[src/pkg/ppsw_pkg.sv]
/*
  Package for the profile position status word block: status word bit
  positions, alarm codes, state codes and the grouped input carriers.
  Assumes a single 10 MHz control clock in the drive.
*/
package ppsw_pkg;

  // Status word layout
  localparam int unsigned SW_W          = 16;
  localparam int unsigned BIT_TLR       = 15;
  localparam int unsigned BIT_RSV14     = 14;
  localparam int unsigned BIT_FOLLOW    = 13;
  localparam int unsigned BIT_SP_ACK    = 12;
  localparam int unsigned BIT_INT_LIMIT = 11;
  localparam int unsigned BIT_TGT_REACH = 10;
  localparam int unsigned BIT_REMOTE    = 9;
  localparam int unsigned BIT_RSV8      = 8;
  localparam int unsigned BIT_WARNING   = 7;
  localparam int unsigned DSM_W         = 7;
  localparam logic [SW_W-1:0] SW_RESET  = 16'h0000;

  // Position data
  localparam int unsigned POS_W = 32;

  // Alarm codes that clear the following error flag
  localparam logic [7:0] ALM_EXCESS_DEV = 8'h10;
  localparam logic [7:0] ALM_OVERLOAD   = 8'h30;

  // Halt option code width
  localparam int unsigned HALT_OPT_W = 16;
  localparam logic [HALT_OPT_W-1:0] HALT_OPT_RESET = 16'h0000;

  typedef enum logic [2:0] {
    PP_IDLE    = 3'b000,
    PP_MOVING  = 3'b001,
    PP_SETTLE  = 3'b010,
    PP_DONE    = 3'b011,
    PP_HALTING = 3'b100,
    PP_HALTED  = 3'b101
  } ppsw_state_t;

  // Control word bits that this block consumes
  typedef struct packed {
    logic halt;
    logic new_set_point;
  } ppsw_ctrl_t;

  // Internal limit sources
  typedef struct packed {
    logic forward_limit_sensor;
    logic reverse_limit_sensor;
    logic forward_operation_block;
    logic reverse_operation_block;
    logic software_limit;
    logic mechanism_limit;
  } ppsw_limits_t;

  // Motion profile feedback
  typedef struct packed {
    logic             profile_done;
    logic             interrupted;
    logic             velocity_zero;
    logic [POS_W-1:0] command_pos;
    logic [POS_W-1:0] actual_pos;
  } ppsw_motion_t;

endpackage

[src/ppsw_status_word.sv]
/*
  Profile position status word generator: builds the mode and maker
  specific bits of the 16-bit drive status word and the set-point
  handshake. Assumes all inputs are synchronous to i_ref_clk, that
  bits 6..0 come from the drive state machine, and that the word is
  read-only: the network side has no write path into it.
*/
`timescale 1ns/10ps
`default_nettype none

// Notes on behaviour
// - Bit 15 shows 1 while the load holds the motor at its upper torque limit, else 0.
// - Bit 13 goes to 1 when position deviation exceeds the following error window.
// - Bit 13 returns to 0 only on reset of an excessive deviation or overload alarm.
// - Bit 12 goes to 1 when a start requested by new set point rising is accepted.
// - The master drops new set point after the acknowledge, and bit 12 then clears.
// - Bit 11 is 1 while any limit sensor, operation block, software or mechanism limit acts.
// - With halt at 0, bit 10 stays 0 until positioning completes and the position settles in the window.
// - Bit 10 stays 0 when positioning is interrupted before normal completion.
// - Bit 10 clears when a new operation starts after a completed positioning.
// - With halt at 1, bit 10 is 0 during the deceleration and 1 once velocity demand is zero.
// - Bit 9 goes to 1 once initialization has completed.
// - Bit 7 follows the information condition and clears by itself when the cause goes.
// - A set-point request is ignored under halt, stop input, not operation enabled or no excitation.
// - Halt at 1 stops the running operation by the method of the halt option code.
module ppsw_status_word
  import ppsw_pkg::*;
(
  // Clock and reset
  input  wire logic                  i_ref_clk,
  input  wire logic                  i_rst_b,
  // Control word and drive conditions
  input  wire ppsw_ctrl_t            i_ctrl,
  input  wire logic                  i_stop_input,
  input  wire logic                  i_op_enabled,
  input  wire logic                  i_motor_excited,
  input  wire logic                  i_init_done,
  input  wire logic [HALT_OPT_W-1:0] i_halt_option,
  // Drive state machine bits 6..0
  input  wire logic [DSM_W-1:0]      i_dsm_bits,
  // Feedback from motion and limits
  input  wire ppsw_motion_t          i_motion,
  input  wire ppsw_limits_t          i_limits,
  input  wire logic                  i_torque_at_limit,
  input  wire logic [POS_W-1:0]      i_follow_window,
  input  wire logic [POS_W-1:0]      i_position_window,
  input  wire logic                  i_info_active,
  // Alarm reset event
  input  wire logic                  i_alarm_reset,
  input  wire logic [7:0]            i_alarm_code,
  // Status word and commands to the profile generator
  output logic [SW_W-1:0]            o_drive_status_word,
  output logic                       o_start_accept,
  output logic                       o_halt_stop,
  output logic [HALT_OPT_W-1:0]      o_halt_method
);

  function automatic logic [POS_W-1:0] abs_diff(input logic [POS_W-1:0] a, input logic [POS_W-1:0] b);
    logic [POS_W-1:0] d;
    d = a - b;
    abs_diff = d[POS_W-1] ? (~d + 1'b1) : d;
  endfunction

  ppsw_state_t          state_r, state_nxt;
  logic                 nsp_prev_r, nsp_prev_nxt;
  logic                 sp_ack_r, sp_ack_nxt;
  logic                 follow_r, follow_nxt;
  logic                 tgt_r, tgt_nxt;
  logic                 remote_r, remote_nxt;
  logic                 warn_r, warn_nxt;
  logic                 tlr_r, tlr_nxt;
  logic                 limit_r, limit_nxt;
  logic [DSM_W-1:0]     dsm_r, dsm_nxt;
  logic                 halt_stop_r, halt_stop_nxt;
  logic [HALT_OPT_W-1:0] halt_opt_r, halt_opt_nxt;

  logic             start_blocked;
  logic             start_ok;
  logic [POS_W-1:0] deviation;
  logic             in_window;
  logic             follow_clr;
  logic             running;

  // Set-point acceptance and handshake
  always_comb begin
    start_blocked = i_ctrl.halt | i_stop_input | ~i_op_enabled | ~i_motor_excited;
    start_ok      = i_ctrl.new_set_point & ~nsp_prev_r & ~start_blocked;
    nsp_prev_nxt  = i_ctrl.new_set_point;
    sp_ack_nxt    = sp_ack_r;
    if (start_ok) begin
      sp_ack_nxt = 1'b1;
    end else if (!i_ctrl.new_set_point) begin
      sp_ack_nxt = 1'b0;
    end
  end

  // Positioning progress and target reached
  always_comb begin
    deviation = abs_diff(i_motion.command_pos, i_motion.actual_pos);
    in_window = (deviation <= i_position_window);
    running   = (state_r == PP_MOVING) || (state_r == PP_SETTLE);
    state_nxt = state_r;
    tgt_nxt   = tgt_r;
    if (start_ok) begin
      state_nxt = PP_MOVING;
      tgt_nxt   = 1'b0;
    end else if (i_ctrl.halt && state_r != PP_HALTED) begin
      state_nxt = i_motion.velocity_zero ? PP_HALTED : PP_HALTING;
      tgt_nxt   = i_motion.velocity_zero;
    end else begin
      case (state_r)
        PP_IDLE: begin
          tgt_nxt = 1'b0;
        end
        PP_MOVING: begin
          if (i_motion.interrupted) begin
            state_nxt = PP_IDLE;
            tgt_nxt   = 1'b0;
          end else if (i_motion.profile_done) begin
            state_nxt = PP_SETTLE;
          end
        end
        PP_SETTLE: begin
          if (i_motion.interrupted) begin
            state_nxt = PP_IDLE;
            tgt_nxt   = 1'b0;
          end else if (in_window) begin
            state_nxt = PP_DONE;
            tgt_nxt   = 1'b1;
          end
        end
        PP_DONE: begin
          tgt_nxt = 1'b1;
        end
        PP_HALTING: begin
          state_nxt = PP_IDLE;
          tgt_nxt   = 1'b0;
        end
        PP_HALTED: begin
          if (!i_ctrl.halt) begin
            state_nxt = PP_IDLE;
          end
        end
        default: begin
          state_nxt = PP_IDLE;
          tgt_nxt   = 1'b0;
        end
      endcase
    end
  end

  // Halt request to the profile generator
  always_comb begin
    halt_stop_nxt = i_ctrl.halt & (running | (state_r == PP_HALTING));
    halt_opt_nxt  = i_ctrl.halt ? halt_opt_r : i_halt_option;
  end

  // Flag bits
  always_comb begin
    follow_clr = i_alarm_reset &&
                 (i_alarm_code == ALM_EXCESS_DEV || i_alarm_code == ALM_OVERLOAD);
    follow_nxt = follow_r;
    if (deviation > i_follow_window) begin
      follow_nxt = 1'b1;
    end else if (follow_clr) begin
      follow_nxt = 1'b0;
    end
    tlr_nxt    = i_torque_at_limit;
    limit_nxt  = |i_limits;
    remote_nxt = remote_r | i_init_done;
    warn_nxt   = i_info_active;
    dsm_nxt    = i_dsm_bits;
  end

  always_ff @(posedge i_ref_clk or negedge i_rst_b) begin
    if (!i_rst_b) begin
      state_r     <= PP_IDLE;
      nsp_prev_r  <= 1'b0;
      sp_ack_r    <= 1'b0;
      follow_r    <= 1'b0;
      tgt_r       <= 1'b0;
      remote_r    <= 1'b0;
      warn_r      <= 1'b0;
      tlr_r       <= 1'b0;
      limit_r     <= 1'b0;
      dsm_r       <= '0;
      halt_stop_r <= 1'b0;
      halt_opt_r  <= HALT_OPT_RESET;
    end else begin
      state_r     <= state_nxt;
      nsp_prev_r  <= nsp_prev_nxt;
      sp_ack_r    <= sp_ack_nxt;
      follow_r    <= follow_nxt;
      tgt_r       <= tgt_nxt;
      remote_r    <= remote_nxt;
      warn_r      <= warn_nxt;
      tlr_r       <= tlr_nxt;
      limit_r     <= limit_nxt;
      dsm_r       <= dsm_nxt;
      halt_stop_r <= halt_stop_nxt;
      halt_opt_r  <= halt_opt_nxt;
    end
  end

  // Status word assembly; no write path exists
  always_comb begin
    o_drive_status_word                = SW_RESET;
    o_drive_status_word[BIT_TLR]       = tlr_r;
    o_drive_status_word[BIT_RSV14]     = 1'b0;
    o_drive_status_word[BIT_FOLLOW]    = follow_r;
    o_drive_status_word[BIT_SP_ACK]    = sp_ack_r;
    o_drive_status_word[BIT_INT_LIMIT] = limit_r;
    o_drive_status_word[BIT_TGT_REACH] = tgt_r;
    o_drive_status_word[BIT_REMOTE]    = remote_r;
    o_drive_status_word[BIT_RSV8]      = 1'b0;
    o_drive_status_word[BIT_WARNING]   = warn_r;
    o_drive_status_word[DSM_W-1:0]     = dsm_r;
  end

  assign o_start_accept = start_ok;
  assign o_halt_stop    = halt_stop_r;
  assign o_halt_method  = halt_opt_r;
endmodule

`default_nettype wire

[config.mk]
export PLATFORM = sky130hd
export DESIGN_NAME = ppsw_status_word
export DESIGN_NICKNAME = d
export VERILOG_FILES = /design/src/pkg/ppsw_pkg.sv /design/src/ppsw_status_word.sv
export SDC_FILE = /design/constraint.sdc
export NUM_CORES = 1
export LEC_CHECK = 0
export BUFFER_PORTS_ARGS = -buffer_cell sky130_fd_sc_hd__buf_2
export CAP_MARGIN = 15
export CORE_ASPECT_RATIO = 1.5
export CORE_MARGIN = 8
export CORE_UTILIZATION = 45
export DETAILED_ROUTE_END_ITERATION = 12
export PLACE_DENSITY = 0.74
export SYNTH_ARGS = -nofsm -noshare
export SYNTH_HDL_FRONTEND = slang
export SYNTH_SLANG_ARGS = --single-unit
[constraint.sdc]
create_clock -name i_ref_clk -period 1.7 [get_ports i_ref_clk]
set_input_delay 0.17 -clock i_ref_clk [delete_from_list [all_inputs] [get_ports i_ref_clk]]
set_output_delay 0.17 -clock i_ref_clk [all_outputs]
set_load 0.005 [all_outputs]
---- Word-level counts from Yosys, hierarchy flattened ----
Index checks and enable logic that the tools add are counted.
word-level totals
  word-level logic and storage cells ...... 74
  register bits ........................... 35
  bits of input ports ..................... 179
cells by class
  bitwise logic cells ..................... 13
  add/sub/neg operators ................... 2
  equality and inequality tests ........... 15
  reductions and logical operators ........ 10
  order comparisons ....................... 2
  muxes and demuxes ....................... 20
operator list
  kind                                                                     count
  32-bit by 1-bit adder with 32-bit output, second input constant          1
  32-bit > comparator                                                      1
  32-bit <= comparator                                                     1
  32-bit two-way mux                                                       1
  32-bit inverter                                                          1
  32-bit subtractor                                                        1
  3-bit two-way mux                                                        7
  3-bit one-hot mux with 4 select lines                                    1
  1-bit two-way mux                                                        10
  5-bit by 4-bit inequality test with 1-bit output, second input constant  2
  8-bit by 5-bit equality test with 1-bit output, second input constant    1
  8-bit by 6-bit equality test with 1-bit output, second input constant    1
  3-bit by 2-bit equality test with 1-bit output, second input constant    2
  3-bit equality test, second input constant                               2
  3-bit inequality test, second input constant                             2
  6-bit OR reduction                                                       1
  1-bit bitwise OR                                                         5
  4-bit by 3-bit inequality test with 1-bit output, second input constant  1
  4-bit inequality test, second input constant                             1
  1-bit inverter                                                           4
  1-bit one-hot mux with 4 select lines                                    1
  4-bit AND reduction                                                      1
  1-bit bitwise AND                                                        3
  3-bit by 1-bit equality test with 1-bit output, second input constant    1
  other kinds (8)                                                          10

---- Logic depth before layout (Yosys ltp) ----
Gate-level depths: netlist (run 1).
  word-level depth ........................ 10
  mapped depth ............................ 25
  gate-level depth less buffers ........... 25

---- Worst setup path before layout (run 1) ----
Ideal clock, no wire load.
  path type ............................... input -> register
  start point ............................. input port i_motion[12] (netlist name)
  end point ............................... register tgt_r
  slack ................................... -3,168 ps
  data arrival time ....................... 4,778 ps
  stages on the path ...................... 24
  buffers on the path ..................... 2
  data required time ...................... 1,610 ps
  setup time .............................. 90 ps
  cells stage by stage .................... inv_1 -> ha_1 -> buf_4 -> a21oi_1 -> o21a_1 -> a2111oi_1 -> nor2_1 -> o311a_1 -> o41ai_1 -> a21oi_1 -> xnor2_2 -> buf_4 -> mux2_2 -> ha_1 -> nor2b_1 -> o21a_1 -> o21a_1 -> o21a_1 -> o21a_1 -> o21a_1 -> o21ai_0 -> nand2_1 -> o41a_1 -> o221ai_1
on the way
  word-level cells in the longest chain between the ends .. 7
RTL lines
  what                                                          line                     RTL
  from (decl)                                                   ppsw_status_word.sv:42   input wire ppsw_motion_t i_motion,
  32-bit subtractor *                                           ppsw_status_word.sv:60   d = a - b;
  32-bit inverter                                               ppsw_status_word.sv:61   abs_diff = d[POS_W-1] ? (~d + 1'b1) : d;
  32-bit by 1-bit adder with 32-bit output                      ppsw_status_word.sv:61
  32-bit two-way mux *                                          ppsw_status_word.sv:61
  32-bit <= comparator *                                        ppsw_status_word.sv:100  in_window = (deviation <= i_position_window);
  5-bit by 4-bit inequality test with 1-bit output (no line) *  n/a
  3-bit AND reduction (no line) *                               n/a
  to (signal assigned)                                          ppsw_status_word.sv:194  tgt_r <= tgt_nxt;
  to (decl)                                                     ppsw_status_word.sv:68   logic tgt_r, tgt_nxt;
Mark *: on every way between the ends. The rest lies on a longest branch, timed or not.
A chain may end at the register's enable or synchronous reset.

---- Worst setup path after layout (run 1) ----
  start point ............................. input port i_motion[32] (netlist name)
  end point ............................... register tgt_r
Same word-level chain as after synthesis.

==> results of run 1 <==
kinds of logic (layout without fill, tap and decap cells):
group / count (synthesis) / count (layout) / share of synthesized area
compound gates: 189 / 189 / 0.221
xor+xnor: 56 / 56 / 0.0849
fa+ha+maj: 97 / 97 / 0.208
buf+inv: 139 / 562 / 0.100
flops: 35 / 35 / 0.149
mux: 19 / 19 / 0.0363
other cells: 1 / 2 / 0.000639
simple gates: 214 / 214 / 0.199
cells in the mapped netlist (6+ instances only):
cell        n
and3_1      6
clkbuf_1    8
dfrtp_1    35
o21ai_0    28
mux2_2     18
inv_1     109
nor2b_1    16
nor2_1     53
nand2_1    41
nand3_1    10
a21o_1     22
xor2_1     25
nor3_1     14
buf_2       7
o21a_1     18
xnor2_1    30
nand4_1    23
a21oi_1    56
a31oi_1    11
nand2b_1    8
nor4_1      8
ha_1       96
buf_4      13
area by class of cell:
cell class              instances  area [um2]
inverters                     109         422
well taps                     159         199
clock buffers                   8         156
multi-input cells             577        4810
flip-flops and latches         35         876
fillers                      1021        3550
repair buffers                445        2880
metal layers:
layer / vias to the layer above / share of wire / track usage
li1: 3492 / - / -
met1: 3190 / 0.35 / 0.220
met2: 268 / 0.54 / 0.459
met3: 86 / 0.055 / 0.0269
met4: 0 / 0.051 / 0.121
met5: - / 0 / 0
placed cells by master, fill, tap and decap left out, drive strengths merged, types with 6 or more instances in the layout:
| cell type | count |
|---|---|
| buf | 435 |
| nand4 | 23 |
| or3 | 7 |
| o21a | 18 |
| nand2 | 41 |
| inv | 109 |
| dfrtp | 35 |
| a21o | 22 |
| nor3 | 16 |
| nand3 | 11 |
| nor2 | 53 |
| ha | 96 |
| o21ai | 29 |
| and3 | 7 |
| a211oi | 6 |
| nor2b | 16 |
| mux2 | 18 |
| nand2b | 8 |
| a31oi | 12 |
| xor2 | 25 |
| dlygate4sd3 | 10 |
| a21oi | 57 |
| nor4 | 11 |
| xnor2 | 31 |
| clkbuf | 8 |
power groups by stage:
stage	Clock, mW	Combinational [mW]	Sequential, mW
after CTS	0.947	4.62	0.949
after floorplan	0	2.59	0.952
after detailed placement	0	4.43	0.961
after global routing	0.992	5.42	0.959
after global placement	0	4.31	0.953
final	0.921	4.92	0.951
flip-flops by register name (all words and copies together), names as in the netlist:
signal         flops
o_halt_method     16
o_halt_stop        1
remote_r           1
warn_r             1
state_r            3
tlr_r              1
tgt_r              1
follow_r           1
limit_r            1
sp_ack_r           1
dsm_r              7
nsp_prev_r         1
worst max-delay path: cells and delay by family:
| family | cells | cell delay (ns) |
|---|---|---|
| simple gates | 9 | 1.55 |
| compound gates | 6 | 1.40 |
| buf+inv | 8 | 0.97 |
| fa+ha+maj | 3 | 0.75 |
| xor+xnor | 1 | 0.13 |
repair_timing:
action                     CTS  global route
setup buffers               19             5
hold buffers                 9             1
cloned                       0             0
setup endpoints to repair    3             4
pin swaps                   27            47
hold endpoints to repair    43             1
gates resized for setup     29            39
through the flow:
| step | total power [mW] | setup WS (ns) |
|---|---|---|
| after floorplan | 3.54 | -2.91 |
| after global routing | 7.37 | -3.24 |
| after detailed placement | 5.39 | -3.42 |
| after global placement | 5.27 | -3.28 |
| after CTS | 6.51 | -3.04 |
| final | 6.79 | -3.12 |
final timing paths:
path,startpoint,endpoint,slack [ns]
setup / recovery,i_motion[32],tgt_r,-3.12
hold / removal,i_ctrl[0],nsp_prev_r,0.07
setup reg to reg,nsp_prev_r,tgt_r,0.09
hold reg to reg,remote_r,remote_r,0.48
max in group asynchronous,i_rst_b,dsm_r[6],0.70
min in group asynchronous,i_rst_b,o_halt_method[10],0.53
==> impl_metrics.csv, run 1 <==
group,metric,value,unit
outcome,status,"finished with violations",
outcome,violations,"negative setup slack",
synth,synth-seq-area-share,0.149,
placed_design,hpwl,17400,um
floorplanning,die_w,109,um
global_routing,gr-total-overflow,0,
critical_path,rr_worst_depth,7,
final_layout,drive_above_1_share,0.461,
clocking,insertion_delay,0.28,ns
drt,via_per_inst,5.28,
sta,clock_skew,0.00358,ns
synth,syn-mean-instance-area,7.82,um2
drt,drt_iter0_drc,267,
synth,synth_edf_count,0,
global_routing,track_usage,0.232,
synth,synthCells,750,
power,swShare,0.396,
power,p_leak,5.00,nW
power,peakVddDrop,0.000412,V
critical_path,critPathLaunchType,"input port",
floorplanning,core,12900,um2
hold_path,whs_path_depth,1,
drt,drt-pass1-iter-count,4,
synth,synth_ff_type,"dfrtp_1",
clocking,clockBufferDepth,2,
flow_run,timing.max_cap.violations,0,
sta,tightest_slew,0.731,ns
final_layout,nets,1449,
floorplanning,boundaryPins,213,
sta,fin_ws,-3.12,ns
final_layout,n_antenna_cell,0,
critical_path,cp_max_fo,4,
final_layout,area_growth,59.2,%
clocking,htree_levels,2,
critical_path,worst_path_max_delay_cell,"a2111oi_2",
power,clockPowerShare,0.136,
clocking,cts_root_buf,"clkbuf_16",
clocking,clock_sinks,35,
critical_path,crit_type,"in2reg",
clocking,cts_tree,"built",
final_layout,fin_cells,1333,
synth,synth_top_area_frac,0.205,
sta,slew_viol_final,0,
drt,routed_wirelength,21300,um
clocking,clkSlewWorstSetupHoldPaths,0.05,ns
synth,synth-warning-count,0,
sta,fin_crit_sh,2.84,
placed_design,port_buffers,209,
power,p_seq_frac,0.140,
hold_path,hold_class,"in2reg",
sta,slew_headroom,0.513,
drt,num_vias,7036,
floorplanning,rows,51,
global_routing,antenna_found_initial,0,
power,p_int,4.10,mW
critical_path,slowest_delay,0.36,ns
sta,fmax,207,MHz
final_layout,stdcell_area,9340,um2
global_routing,grt_max_degree,36,
floorplanning,start_util,0.455,
synth,async_flop_share,1.00,
sta,period_minus_slack,4.82,ns
sta,timing.hold.ws,0.0727,ns
drt,ant_nets,0,
synth,synth_area_leaders,"ha_1 (20%), dfrtp_1 (15%), inv_1 (7.0%), a21oi_1 (4.8%), xnor2_1 (4.5%)",
floorplanning,die_h,156,um
placed_design,dp.cells,1291,
clocking,cts_made_buffers,5,
floorplanning,design.die.area,17000,um2
synth,syn_area,5870,um2
drt,route.detailed.drc,0,
sta,setup_tns,-9.18,ns
drt,wl_per_cell,16.0,um
placed_design,place.gp.congestion,0.939,
critical_path,critPathRequiredTime,1.84,ns
critical_path,path_common_cell,"buf_4",
placed_design,dpl_cell_area,8530,um2
critical_path,worstPathArrival,4.96,ns
global_routing,grt_pass1_wl,32200,um
power,p_switching,2.69,mW
sta,rsz0062_at_grt,"true",
critical_path,critPathCaptureType,"register",
sta,finalSetupViolCount,3,
final_layout,post-route-util,0.724,
sta,hold_violations,0,
global_routing,grt_pass1_vias,7291,
power,powerDensity,727,nW/um2
synth,ys_ff_latch,35,
synth,synth.distinct_cells,81,
power,combPwrFrac,0.724,
synth,yosys.area.top_type,"ha_1",
Note: power is estimated with default switching activity, not from simulation.
==> inputs of run 2 (changes only) <==
clock period = 4.27 ns   (was 1.7 ns; I/O delays follow)
==> impl_metrics.csv, run 2 (synthesis gave the netlist of run 1 again) <==
group,metric,value,unit
final_layout,seqCellArea,876,um2
global_routing,antenna_found_initial,0,
placed_design,hpwl,17200,um
final_layout,drive_above_1_share,0.446,
clocking,clockBufferDepth,2,
global_routing,track_usage,0.223,
floorplanning,die_h,156,um
critical_path,critPathRequiredTime,4.46,ns
sta,slew_headroom,0.350,
flow_run,timing.max_cap.violations,0,
critical_path,worstPathArrival,5.18,ns
global_routing,grt_pass1_wl,31100,um
placed_design,port_buffers,209,
drt,wl_per_cell,15.4,um
clocking,cts_hold_buf,0,
clocking,htree_levels,2,
outcome,status,"finished with violations",
hold_path,hold_class,"in2async",
critical_path,reg2reg_to,"tgt_r",
critical_path,critPathLaunchType,"input port",
placed_design,dp.cells,1277,
clocking,cts_root_buf,"clkbuf_16",
sta,fmax,201,MHz
critical_path,slowest_delay,0.41,ns
final_layout,fin_cells,1296,
floorplanning,die_w,109,um
drt,num_vias,6822,
sta,fin_ws,-0.715,ns
power,peakVddDrop,0.000173,V
drt,via_per_inst,5.26,
critical_path,critPathCaptureType,"register",
final_layout,multi_input_area,4730,um2
floorplanning,boundaryPins,213,
sta,setup_tns,-2.06,ns
drt,routed_wirelength,19900,um
floorplanning,rows,51,
sta,fin_crit_sh,1.17,
critical_path,crit_type,"in2reg",
critical_path,cp_max_fo,3,
critical_path,rrSetupSlack,2.27,ns
sta,hold_violations,0,
sta,clock_skew,0.00390,ns
drt,route.detailed.drc,0,
clocking,clock_sinks,35,
floorplanning,design.die.area,17000,um2
clocking,cts_made_buffers,5,
drt,drt_iter0_drc,201,
final_layout,fill_cells,1089,
sta,slew_viol_final,0,
floorplanning,core,12900,um2
clocking,cts_tree,"built",
final_layout,post-route-util,0.695,
placed_design,place.gp.congestion,0.954,
critical_path,rr_startpoint,"nsp_prev_r",
sta,rsz0062_at_grt,"true",
critical_path,worst_path_max_delay_cell,"or3_4",
final_layout,layout_commonest_cell,"buf_2",
sta,timing.hold.ws,0.214,ns
final_layout,nets,1412,
global_routing,grt_max_degree,36,
clocking,insertion_delay,0.28,ns
sta,finalSetupViolCount,3,
outcome,violations,"negative setup slack",
floorplanning,start_util,0.455,
sta,tightest_slew,0.968,ns
sta,period_minus_slack,4.98,ns
final_layout,largest_reg_flops,16,
final_layout,area_growth,52.7,%
clocking,clkSlewWorstSetupHoldPaths,0.05,ns
final_layout,layout_common_cells,"buf_2 (208), buf_4 (195), inv_1 (106)",
critical_path,rr_worst_depth,6,
power,powerDensity,292,nW/um2
drt,drt-pass1-iter-count,4,
power,p_leak,4.80,nW
final_layout,n_antenna_cell,0,
global_routing,grt_pass1_vias,7010,
global_routing,gr-total-overflow,0,
drt,ant_nets,0,
power,p_total,2.62,mW
-- run 2: cell types whose count changed in the layout (fill, tap and decap cells not counted), sizes merged --
cell	change
buf	-27
dlygate4sd3	-10
-- run 2: per-stage QoR --
stage | setup slack [ns] | cell area, um2
after global routing | -0.890 | 8960
after floorplan | -0.600 | 5950
after global placement | -1.05 | 8440
after detailed placement | -1.06 | 8440
final | -0.715 | 8960
after CTS | -0.571 | 8800
-- run 2: layout make-up --
class                           instances  share of cell area
Multi-Input combinational cell        577               0.528
Clock buffer                            8              0.0175
Sequential cell                        35              0.0978
Tap cell                              159              0.0222
Timing Repair Buffer                  408               0.287
Inverter                              109              0.0471
-- run 2: per-layer routing --
layer	track usage	share of wire
met3	0.0252	0.057
met4	0.116	0.041
met2	0.430	0.54
met1	0.223	0.36
met5	0	0
-- run 2: repair_timing --
action                     CTS  global route
setup buffers                8             3
gates resized for setup     31            25
setup endpoints to repair    3             3
pin swaps                   35            21
hold endpoints to repair     0             0
-- run 2: critical path: cells and delay by family --
kind | cells | cell delay [ns]
and+or+nand+nor | 8 | 1.85
AOI/OAI and AO/OA | 7 | 1.27
adders and majority gates | 3 | 0.81
buffers and inverters | 6 | 0.65
xor gates and xnor gates | 1 | 0.17
-- run 2: worst max-delay path by stage --
stage          cells after the start    startpoint       end  slack, ns
2_1_floorplan                     25  i_motion[32]     tgt_r      -0.60
3_5_place_dp                      24  i_motion[32]     tgt_r      -1.06
6_report                          25  i_motion[32]     tgt_r      -0.71
3_3_place_gp                      26  i_motion[32]  follow_r      -1.05
5_1_grt                           25  i_motion[32]     tgt_r      -0.89
4_1_cts                           27  i_motion[32]  follow_r      -0.57
-- run 2: power by group --
| part | switching [mW] | internal (mW) | total (mW) | leakage (nW) |
|---|---|---|---|---|
| clock | 0.127 | 0.248 | 0.375 | 0.0772 |
| combinational | 0.888 | 0.973 | 1.86 | 4.32 |
| sequential | 0.0208 | 0.360 | 0.381 | 0.407 |
